File: src/logic/timer16_pkg.sv
// What this block does
// - 16-bit read-only counter, counts selected clock
// - Counter read briefly freezes counting
// - Clear on reset or run mode stop
// - Edge clear mode zeroes on valid edge
// - Match clear mode zeroes on A match
// - Bit 0 selects A compare or capture
// - A compare raises match_irq_a on equality
// - Input A edge code sets capture edges
// - Input B edge code sets A capture
// - Match registers not initialised by reset
// - Zero A matches after counter wraps
// - Lowered A value waits through overflow
// - Bit 2 selects B compare or capture
// - B compare raises match_irq_b on equality
// - B captures only from input A edges
// - Zero B matches after wrap
// - Lowered B value waits through overflow
// - Run mode: stop, free, edge clear, match clear
// - Trigger source picks A capture edge
// - Wrap flag set on counter overflow
`default_nettype none
package timer16_pkg;
  // ----------------------------------------
  // Register byte offsets
  // ----------------------------------------
  localparam logic [7:0] OFS_COUNTER = 8'h00;
  localparam logic [7:0] OFS_MATCH_A = 8'h04;
  localparam logic [7:0] OFS_MATCH_B = 8'h08;
  localparam logic [7:0] OFS_MODE = 8'h0C;
  localparam logic [7:0] OFS_CAPCTL = 8'h10;
  localparam logic [7:0] OFS_EDGE = 8'h14;
  // ----------------------------------------
  // Field positions
  // ----------------------------------------
  localparam int WRAP_BIT = 0;
  localparam int RUN_LO_BIT = 2;
  localparam int RUN_HI_BIT = 3;
  localparam int A_CAP_BIT = 0;
  localparam int A_SRC_BIT = 1;
  localparam int B_CAP_BIT = 2;
  localparam int ES_A_LO_BIT = 4;
  localparam int ES_B_LO_BIT = 6;
  localparam logic [15:0] COUNTER_RESET = 16'h0000;
  localparam logic [15:0] COUNTER_MAX = 16'hFFFF;
  // Edge codes and run modes
  localparam logic [1:0] EDGE_FALL = 2'b00;
  localparam logic [1:0] EDGE_RISE = 2'b01;
  localparam logic [1:0] EDGE_BOTH = 2'b11;
  typedef enum logic [1:0] {
    RUN_STOP = 2'b00,
    RUN_FREE = 2'b01,
    RUN_EDGE_CLEAR = 2'b10,
    RUN_MATCH_CLEAR = 2'b11
  } run_mode_t;
endpackage : timer16_pkg
`default_nettype wire

File: src/logic/timer16_capture_compare.sv
// Chosen here: the register addresses and the AHB-Lite register port.
`default_nettype none
module timer16_capture_compare
  import timer16_pkg::*;
(
  input wire logic sys_clk_in,
  input wire logic rst_n_in,
  input wire logic count_clk_in,
  input wire logic edge_input_a_in,
  input wire logic edge_input_b_in,
  input wire logic hsel_in,
  input wire logic [7:0] haddr_in,
  input wire logic [1:0] htrans_in,
  input wire logic hwrite_in,
  input wire logic [2:0] hsize_in,
  input wire logic [31:0] hwdata_in,
  input wire logic hready_in,
  output logic [31:0] hrdata_out,
  output logic hreadyout_out,
  output logic hresp_out,
  output logic match_irq_a_out,
  output logic match_irq_b_out
);
  // ----------------------------------------
  // Bus address phase capture
  // ----------------------------------------
  logic wr_pend_reg;
  logic [7:0] wr_addr_reg;
  logic [15:0] counter_reg;
  logic [15:0] match_a_reg;
  logic [15:0] match_b_reg;
  logic [1:0] run_mode_reg;
  logic wrap_reg;
  logic [2:0] capctl_reg;
  logic [3:0] edge_sel_reg;
  logic cclk_d_reg;
  logic in_a_d_reg;
  logic in_b_d_reg;
  logic [31:0] rdata_reg;
  logic irq_a_reg;
  logic irq_b_reg;

  wire bus_go = hsel_in && hready_in && htrans_in[1];
  wire rd_go = bus_go && !hwrite_in;
  wire wr_mode = wr_pend_reg && (wr_addr_reg == OFS_MODE);
  wire wr_capctl = wr_pend_reg && (wr_addr_reg == OFS_CAPCTL);
  wire wr_edge = wr_pend_reg && (wr_addr_reg == OFS_EDGE);
  wire wr_a = wr_pend_reg && (wr_addr_reg == OFS_MATCH_A);
  wire wr_b = wr_pend_reg && (wr_addr_reg == OFS_MATCH_B);
  // Zero wait states, always OKAY
  assign hreadyout_out = 1'b1;
  assign hresp_out = 1'b0;
  assign hrdata_out = rdata_reg;
  assign match_irq_a_out = irq_a_reg;
  assign match_irq_b_out = irq_b_reg;

  always_ff @(posedge sys_clk_in or negedge rst_n_in) begin
    if (!rst_n_in) begin
      wr_pend_reg <= 1'b0;
      wr_addr_reg <= 8'h00;
    end else begin
      wr_pend_reg <= bus_go && hwrite_in;
      wr_addr_reg <= haddr_in;
    end
  end

  // ----------------------------------------
  // Edge detection on count clock and pins
  // ----------------------------------------
  wire run_mode_t run_mode = run_mode_t'(run_mode_reg);
  wire running = (run_mode != RUN_STOP);
  wire read_freeze = rd_go && (haddr_in == OFS_COUNTER);
  wire tick = count_clk_in && !cclk_d_reg && running && !read_freeze;
  wire a_rise = edge_input_a_in && !in_a_d_reg;
  wire a_fall = !edge_input_a_in && in_a_d_reg;
  wire b_rise = edge_input_b_in && !in_b_d_reg;
  wire b_fall = !edge_input_b_in && in_b_d_reg;
  wire [1:0] es_a = edge_sel_reg[1:0];
  wire [1:0] es_b = edge_sel_reg[3:2];
  // Valid edge of input A
  wire a_valid = (es_a == EDGE_FALL) ? a_fall :
                 (es_a == EDGE_RISE) ? a_rise :
                 (es_a == EDGE_BOTH) ? (a_rise || a_fall) : 1'b0;
  // opposite edge of A, none for both-edge code
  wire a_opposite = (es_a == EDGE_FALL) ? a_rise :
                    (es_a == EDGE_RISE) ? a_fall : 1'b0;
  wire b_valid = (es_b == EDGE_FALL) ? b_fall :
                 (es_b == EDGE_RISE) ? b_rise :
                 (es_b == EDGE_BOTH) ? (b_rise || b_fall) : 1'b0;
  wire cap_a_trig = capctl_reg[A_CAP_BIT] && running &&
                    (capctl_reg[A_SRC_BIT] ? a_opposite : b_valid);
  // B capture only from A valid edge
  wire cap_b_trig = capctl_reg[B_CAP_BIT] && running && a_valid;

  // ----------------------------------------
  // Compare and counter next value
  // ----------------------------------------
  // A compare on equality, zero after wrap
  wire match_a = running && !capctl_reg[A_CAP_BIT] && (counter_reg == match_a_reg);
  wire match_b = running && !capctl_reg[B_CAP_BIT] && (counter_reg == match_b_reg);
  wire wrap_evt = tick && (counter_reg == COUNTER_MAX);
  logic [15:0] counter_next;
  always_comb begin
    counter_next = counter_reg;
    case (run_mode)
      RUN_STOP: counter_next = COUNTER_RESET;
      RUN_EDGE_CLEAR: begin
        if (a_valid) begin
          counter_next = COUNTER_RESET;
        end else if (tick) begin
          counter_next = counter_reg + 16'h0001;
        end
      end
      RUN_MATCH_CLEAR: begin
        if (tick && counter_reg == match_a_reg) begin
          counter_next = COUNTER_RESET;
        end else if (tick) begin
          counter_next = counter_reg + 16'h0001;
        end
      end
      RUN_FREE: begin
        if (tick) begin
          counter_next = counter_reg + 16'h0001;
        end
      end
      default: counter_next = COUNTER_RESET;
    endcase
  end

  // Counter, control and flags
  always_ff @(posedge sys_clk_in or negedge rst_n_in) begin
    if (!rst_n_in) begin
      counter_reg <= COUNTER_RESET;
      run_mode_reg <= 2'b00;
      capctl_reg <= 3'b000;
      edge_sel_reg <= 4'h0;
      cclk_d_reg <= 1'b0;
      in_a_d_reg <= 1'b0;
      in_b_d_reg <= 1'b0;
    end else begin
      counter_reg <= counter_next;
      cclk_d_reg <= count_clk_in;
      in_a_d_reg <= edge_input_a_in;
      in_b_d_reg <= edge_input_b_in;
      if (wr_mode) begin
        run_mode_reg <= hwdata_in[RUN_HI_BIT:RUN_LO_BIT];
      end
      if (wr_capctl) begin
        capctl_reg <= hwdata_in[2:0];
      end
      if (wr_edge) begin
        edge_sel_reg <= hwdata_in[7:4];
      end
    end
  end

  // wrap flag, set wins over clear
  always_ff @(posedge sys_clk_in or negedge rst_n_in) begin
    if (!rst_n_in) begin
      wrap_reg <= 1'b0;
    end else if (wrap_evt) begin
      wrap_reg <= 1'b1;
    end else if (wr_mode) begin
      wrap_reg <= hwdata_in[WRAP_BIT];
    end
  end

  // Match pulses, one per counter value
  always_ff @(posedge sys_clk_in or negedge rst_n_in) begin
    if (!rst_n_in) begin
      irq_a_reg <= 1'b0;
      irq_b_reg <= 1'b0;
    end else begin
      irq_a_reg <= match_a && tick;
      irq_b_reg <= match_b && tick;
    end
  end

  // ----------------------------------------
  // Match/capture registers, no reset
  // ----------------------------------------
  // no reset; capture beats write
  always_ff @(posedge sys_clk_in) begin
    if (cap_a_trig) begin
      match_a_reg <= counter_reg;
    end else if (wr_a) begin
      match_a_reg <= hwdata_in[15:0];
    end
    if (cap_b_trig) begin
      match_b_reg <= counter_reg;
    end else if (wr_b) begin
      match_b_reg <= hwdata_in[15:0];
    end
  end

  // Read data registered in address phase
  logic [31:0] rd_mux;
  always_comb begin
    case (haddr_in)
      OFS_COUNTER: rd_mux = {16'h0000, counter_reg};
      OFS_MATCH_A: rd_mux = {16'h0000, match_a_reg};
      OFS_MATCH_B: rd_mux = {16'h0000, match_b_reg};
      OFS_MODE: rd_mux = {28'h000_0000, run_mode_reg, 1'b0, wrap_reg};
      OFS_CAPCTL: rd_mux = {29'h0000_0000, capctl_reg};
      OFS_EDGE: rd_mux = {24'h00_0000, edge_sel_reg, 4'h0};
      default: rd_mux = 32'h0000_0000;
    endcase
  end
  always_ff @(posedge sys_clk_in or negedge rst_n_in) begin
    if (!rst_n_in) begin
      rdata_reg <= 32'h0000_0000;
    end else if (rd_go) begin
      rdata_reg <= rd_mux;
    end
  end

  // ----------------------------------------
  // Assertions
  // ----------------------------------------
  property p_stop_zero;
    @(posedge sys_clk_in) disable iff (!rst_n_in)
      (run_mode == RUN_STOP) |=> counter_reg == 16'h0000;
  endproperty
  a_stop_zero: assert property (p_stop_zero) else $error("counter not zero in stop");
  property p_count;
    @(posedge sys_clk_in) disable iff (!rst_n_in)
      (run_mode == RUN_FREE && tick && !wr_mode) |=> counter_reg == $past(counter_reg) + 16'h0001;
  endproperty
  a_count: assert property (p_count) else $error("counter did not increment");
  property p_freeze;
    @(posedge sys_clk_in) disable iff (!rst_n_in)
      (read_freeze && run_mode == RUN_FREE) |=> $stable(counter_reg);
  endproperty
  a_freeze: assert property (p_freeze) else $error("counter moved during read");
  property p_edge_clr;
    @(posedge sys_clk_in) disable iff (!rst_n_in)
      (run_mode == RUN_EDGE_CLEAR && a_valid) |=> counter_reg == 16'h0000;
  endproperty
  a_edge_clr: assert property (p_edge_clr) else $error("edge clear missed");
  property p_irq_a;
    @(posedge sys_clk_in) disable iff (!rst_n_in) (match_a && tick) |=> match_irq_a_out;
  endproperty
  a_irq_a: assert property (p_irq_a) else $error("match a irq missing");
  property p_irq_b;
    @(posedge sys_clk_in) disable iff (!rst_n_in) match_irq_b_out |-> $past(match_b);
  endproperty
  a_irq_b: assert property (p_irq_b) else $error("spurious match b irq");
  property p_wrap;
    @(posedge sys_clk_in) disable iff (!rst_n_in) wrap_evt |=> wrap_reg && counter_reg == 16'h0000;
  endproperty
  a_wrap: assert property (p_wrap) else $error("wrap flag not set");
  property p_cap_b;
    @(posedge sys_clk_in) disable iff (!rst_n_in) cap_b_trig |=> match_b_reg == $past(counter_reg);
  endproperty
  a_cap_b: assert property (p_cap_b) else $error("capture b wrong");
  c_wrap: cover property (@(posedge sys_clk_in) wrap_evt);
  c_cap_a: cover property (@(posedge sys_clk_in) cap_a_trig);
  c_irq_a: cover property (@(posedge sys_clk_in) match_irq_a_out);
endmodule : timer16_capture_compare
`default_nettype wire

File: config.mk
export PLATFORM = sky130hd
export DESIGN_NAME = timer16_capture_compare
export DESIGN_NICKNAME = d
export VERILOG_FILES = /design/src/logic/timer16_pkg.sv /design/src/logic/timer16_capture_compare.sv
export SDC_FILE = /design/constraint.sdc
export NUM_CORES = 1
export LEC_CHECK = 0
export ABC_AREA = 1
export ABC_CLOCK_PERIOD_IN_PS = 6400
export BUFFER_PORTS_ARGS = -buffer_cell sky130_fd_sc_hd__buf_4
export CORE_MARGIN = 5
export CORE_UTILIZATION = 53
export DETAILED_ROUTE_END_ITERATION = 8
export PLACE_DENSITY = 0.82
export SLEW_MARGIN = 20
export SYNTH_ARGS = -nofsm -noshare
export SYNTH_HDL_FRONTEND = slang
export SYNTH_SLANG_ARGS = --single-unit
File: constraint.sdc
create_clock -name sys_clk_in -period 6.4 [get_ports sys_clk_in]
set_input_delay 0.32 -clock sys_clk_in [delete_from_list [all_inputs] [get_ports sys_clk_in]]
set_output_delay 0.32 -clock sys_clk_in [all_outputs]
set_load 0.005 [all_outputs]
==> results of run 1 <==
==> synth_stat cells, types with 9 or more instances <==
cell type  count
inv_1         74
xor2_1        14
nand2_1      201
edfxtp_1      32
nor3_1         9
dfrtp_1       56
clkbuf_1      11
buf_4         19
nor2_1        53
nand3_1       26
o21ai_0       75
a21oi_1       14
==> cell type report <==
| cell class | count | area share, % |
|---|---|---|
| Inverter | 76 | 5.13 |
| Timing Repair Buffer | 52 | 7.02 |
| Multi-Input combinational cell | 454 | 38.6 |
| Sequential cell | 88 | 42.5 |
| Clock inverter | 6 | 1.60 |
| Tap cell | 111 | 2.50 |
| Clock buffer | 10 | 2.68 |
==> cells in the final DEF, fill, tap and decap left out, drive strengths merged <==
cell type and n:
nand4 8, o21ai 78, bufinv 2, nand2 201, a221oi 1, nor4 3, a21oi 15, o22ai 6
ha 5, nor2 55, xor2 14, mux2 5, o2111ai 1, o211a 1, or2 2, buf 52
clkinv 2, edfxtp 32, conb 18, clkbuf 10, nor3 11, nand3 27, nand3b 3, inv 77
clkinvlp 1, dfrtp 56
==> power by group through the flow <==
stage / Combinational, mW / Sequential [mW] / Clock, mW
2_1_floorplan: 0.0676 / 0.621 / 0
3_3_place_gp: 0.0990 / 0.625 / 0
3_5_place_dp: 0.104 / 0.626 / 0
4_1_cts: 0.105 / 0.614 / 0.451
5_1_grt: 0.120 / 0.616 / 0.474
6_report: 0.105 / 0.614 / 0.450
==> layer usage <==
metal	up-vias	wire, um
met1	2038	5300
met5	-	0
li1	2105	-
met4	0	466
met2	229	6020
met3	45	1080
==> stage by stage <==
stage / total power [mW] / instance area [um^2]
2_1_floorplan: 0.688 / 5030
3_3_place_gp: 0.724 / 5330
3_5_place_dp: 0.730 / 5330
4_1_cts: 1.17 / 5560
5_1_grt: 1.21 / 5560
6_report: 1.17 / 5560
==> worst max-delay path: stages (launching register included) <==
cell	delay (ns)
dfrtp_1	0.40
ha_1	0.27
o211a_1	0.22
o21ai_0	0.14
nand2_1	0.62
nand2_1	0.97
==> cells by family after synthesis <==
family	after synthesis
xor gates and xnor gates	14
other	2
AOI/OAI and AO/OA	102
muxes	5
and+or+nand+nor	310
DFF	88
buffers and inverters	114
adders and majority gates	5
==> worst max path at each step <==
stage / from / end / slack [ns]
finish: in_b_d_reg / match_a_reg[15] / 3.41
CTS: in_b_d_reg / match_a_reg[3] / 3.40
global placement: edge_input_b_in / match_a_reg[12] / 3.40
detailed placement: edge_input_b_in / match_a_reg[14] / 3.34
global route: in_b_d_reg / match_a_reg[3] / 3.16
floorplan: in_a_d_reg / match_b_reg[0] / 4.33
==> out/metrics.yaml, run 1 <==
regToRegEndpoint: "match_a_reg[15]"
num_io_pins: 89
drive_gt1_share_pct: 12.1
synthAdderAreaFrac_pct: 1.26
gr-total-overflow: 0
die_y_um: 107
first_pass_iters: 5
crit_required_ns: 6.38
via_count: 4417
synth_top_family_by_area: "simple AND/OR/NAND/NOR gates"
r2r_cells: 5
first_iter_violations: 382
cts_hold_buf: 0
clock-skew-final_ns: 0.00737
rsz0062_at_grt: "no"
path_class: "flop to flop"
synth_area_leaders: "dfrtp_1, edfxtp_1, nand2_1, o21ai_0, inv_1"
yosysWarnings: 0
gp_congestion: 0.915
seqPwrFrac_pct: 52.5
clock_path_buffers: 2
layout_min_cycle_time_ns: 2.99
routedWlPerCell_um: 16.1
core-area_um2: 9200
setup_tns_ns: 0
critPathMaxFanout: 33
synth_edf_count: 32
maxCapViolCount: 0
drc: 0
status: "completed"
regArea_um2: 2360
top_usage_layer: "met2"
yosysSeqAreaShare_pct: 47.6
yosys.area.top_type_share_pct: 28.2
tightest_slew_ns: 1.04
use_met2_pct: 37.9
power_frac_clock_pct: 38.5
routed_wl_um: 12900
cp-start-kind: "flop"
use_met1_pct: 30.1
num-nets-final: 739
slew_viol_final: 0
ir_drop_v: 0.000118
initial_utilization_pct: 54.0
synth.distinct_cells: 35
synth_cells: 640
grt_pass1_vias: 4233
port_buffers: 50
worstReg2RegStart: "in_b_d_reg"
htreeDepth: 3
synth_xor_area_share_pct: 2.47
fin_ws_ns: 3.41
synth_area_um2: 4970
synthArstFlopShare_pct: 63.6
stdcell_count: 797
yosysTopAreaCell: "dfrtp_1"
cts-root-buf: "clkbuf_8"
cts_inserted_buffers: 9
multiInputGateArea_um2: 2150
clkTransAtPathRegs_ns: 0.09
grt_pass1_wl_um: 20800
synthToLayoutAreaGrowth_pct: 12.0
utilization_pct: 60.5
tritoncts: "yes"
yosys_most_used_dff: "dfrtp_1"
detail-route-antenna-nets: 0
insertion_delay_ns: 0.35
hold_class: "input port to async pin"
cp.arrival_ns: 2.97
post-cts-setup-buffers: 0
slew_headroom_pct: 30.7
final-hold-violation-count: 0
synth_compound_area_share_pct: 11.1
grt_max_degree: 57
leakagePower_nw: 2.67
intPower_uw: 881
p_switching_uw: 289
synth_mux_area_share_pct: 1.13
syn_avg_cell_area_um2: 7.76
power_density_nw_per_um2: 210
cts.sinks: 88
fmax_mhz: 334
grt.met3_usage_pct: 4.21
fin_crit_sh_pct: 46.8
synth-seq-cells: 88
regToRegSetupSlack_ns: 3.41
synth-simple-area-share_pct: 25.9
setup_viol: 0
p_sw_share_pct: 24.7
rows: 35
antenna_found_initial: 0
die_x_um: 107
ctsResizeCount: 0
dp_hpwl_um: 9280
whs_ns: 0.0248
grt_use_total_pct: 23.0
p_comb_share_pct: 9.0
placed_cells: 781
dieArea_um2: 11400
fillers: 785
end_kind: "flop"
antenna_cells: 0
dp_slack_ns: 3.34
vias_per_cell: 5.54
(Power assumes the default switching activity.)
==> run 2: changes to the inputs <==
- ABC_CLOCK_PERIOD_IN_PS: 6400 -> 2400
- CORE_UTILIZATION: 53 -> 51
- PLACE_DENSITY: 0.82 -> 0.83
- clock period: 6.4 -> 2.4 ns (I/O delays scaled with it)
==> out/metrics.yaml, run 2 (synthesized netlist as in run 1, its figures left out) <==
hold_class: "input port to flop"
antenna_found_initial: 0  # unchanged
critical_path.max_stage_delay_ns: 0.52  # -0.45 ns
gp_congestion: 0.923  # +0.85%
path_class: "input port to flop"
p_switching_uw: 800  # +180%
seqPwrFrac_pct: 53.5  # +1.0 points
utilization_pct: 59.7  # -0.82 points
first_pass_iters: 5  # unchanged
rsz0062_at_grt: "no"
grt_use_total_pct: 23.3  # +0.27 points
dp_slack_ns: 0.416  # -2.92 ns
num_io_pins: 89  # unchanged
grt_pass1_vias: 4279  # +1.1%
cp-start-kind: "input port"
grt_pass1_wl_um: 21000  # +1.1%
critPathMaxFanout: 32  # -3.0%
htreeDepth: 3  # unchanged
ctsResizeCount: 0  # unchanged
antenna_cells: 0  # unchanged
detail-route-antenna-nets: 0  # unchanged
via_count: 4498  # +1.8%
slew_headroom_pct: 50.7  # +20 points
drive_gt1_share_pct: 12.7  # +0.65 points
setup_viol: 0  # unchanged
crit_buf_inv: 4  # +4
dp_hpwl_um: 9300  # +0.17%
synthToLayoutAreaGrowth_pct: 15.8
cp.arrival_ns: 2.22  # -0.75 ns
multiInputGateArea_um2: 2150  # unchanged
routed_wl_um: 13000  # +0.79%
fmax_mhz: 475
crit_required_ns: 2.52  # -3.86 ns
crit_path_frequent_cell: "o21ai_0"
final_cell_mix: "nand2_1, o21ai_0, inv_1, buf_4, dfrtp_1"
fin_crit_sh_pct: 87.7
final-hold-violation-count: 1  # +1
intPower_mw: 2.26  # +160%
placed_area_um2: 5400  # +1.4%
cts_hold_buf: 14  # +14
drc: 0  # unchanged
regArea_um2: 2360  # unchanged
grt_max_degree: 57  # unchanged
cts_inserted_buffers: 9  # unchanged
initial_utilization_pct: 51.5  # -2.5 points
power_density_nw_per_um2: 532  # +150%
power_frac_clock_pct: 36.7  # -1.8 points
crit_slowest_cell: "dlygate4sd3_1"
cts-root-buf: "clkbuf_8"
clock_path_buffers: 2  # unchanged
leakagePower_nw: 2.75  # +3.0%
core-area_um2: 9640  # +4.8%
crit_path_cell_trace: "dlygate4sd3_1 > buf_4 > inv_1 > ha_1 > a21oi_1 > o21ai_0 > o21ai_0 > nand3_1 > buf_4 > nand2_1 > o21ai_0"
tightest_slew_ns: 0.740  # -0.297 ns
die_y_um: 109  # +1.8%
post-cts-setup-buffers: 0  # unchanged
whs_ns: -0.00124  # -0.0260 ns
cts.sinks: 88  # unchanged
slew_viol_final: 0  # unchanged
maxCapViolCount: 0  # unchanged
p_comb_share_pct: 9.9  # +0.9 points
status: "complete, but fails checks"
tritoncts: "yes"
end_kind: "flop"
crit_family: "buffers and inverters"
ir_drop_v: 0.000235  # +99%
clkTransAtPathRegs_ns: 0.09  # about the same
die_x_um: 109  # +1.8%
layout_min_cycle_time_ns: 2.10
num-nets-final: 759  # +2.7%
fillers: 860  # +9.6%
fin_area_um2: 5750  # +3.4%
rows: 36  # +2.9%
port_buffers: 50  # unchanged
final_common_cell: "nand2_1"
violations: "negative hold slack"
vias_per_cell: 5.36  # -3.3%
gr-total-overflow: 0  # unchanged
clock-skew-final_ns: 0.0109  # +0.00357 ns
dieArea_um2: 11800  # +3.6%
fin_ws_ns: 0.295  # -3.11 ns
setup_tns_ns: 0  # unchanged
routedWlPerCell_um: 15.4  # -4.3%
p_sw_share_pct: 26.1  # +1.5 points
insertion_delay_ns: 0.38  # +0.03 ns
first_iter_violations: 357  # -6.5%
==> run 2: path summary, 6_finish.rpt <==
check,cells past startpoint,slack (ns),from,endpoint
max,11,0.30,edge_input_a_in,match_b_reg[14]
min reg2reg,1,0.47,capctl_reg[0],match_irq_a_out
max reg2reg,8,0.32,in_a_d_reg,match_b_reg[14]
min,3,-0.001,hready_in,wr_pend_reg
max in group asynchronous,2,1.57,rst_n_in,hrdata_out[13]
min in group asynchronous,2,0.32,rst_n_in,edge_sel_reg[3]
==> run 2: metal layers <==
metal,GRT usage [%],wire (um)
met5,0,0
met1,29.3,5130
met3,3.79,1120
met2,38.4,6150
met4,13.0,550
==> run 2: layout make-up <==
type | instances | share of cell area, %
Sequential cell | 88 | 41.1
Multi-Input combinational cell | 454 | 37.4
Clock inverter | 6 | 1.13
Clock buffer | 10 | 2.59
Tap cell | 133 | 2.89
Timing Repair Buffer | 72 | 10.0
Inverter | 76 | 4.96
==> run 2: worst register-to-register path: cells and delay by family (launching register included) <==
family / cells / cell delay, ns
AO/OA/AOI/OAI: 4 / 0.57
flip-flops: 1 / 0.40
AND/OR/NAND/NOR: 2 / 0.30
adder cells (fa/ha/maj): 1 / 0.29
buffers and inverters: 1 / 0.27
==> run 2: per-stage QoR <==
stage | power (mW) | instances
detailed placement | 1.94 | 809
CTS | 3.05 | 839
global placement | 1.93 | 809
finish | 3.06 | 839
global route | 3.16 | 839
floorplan | 1.84 | 656
==> run 2: power by group through the flow <==
stage | registers, mW | logic, mW | clock network, mW
global route | 1.64 | 0.342 | 1.18
floorplan | 1.66 | 0.180 | 0
detailed placement | 1.67 | 0.278 | 0
CTS | 1.64 | 0.299 | 1.11
finish | 1.64 | 0.302 | 1.12
global placement | 1.66 | 0.268 | 0
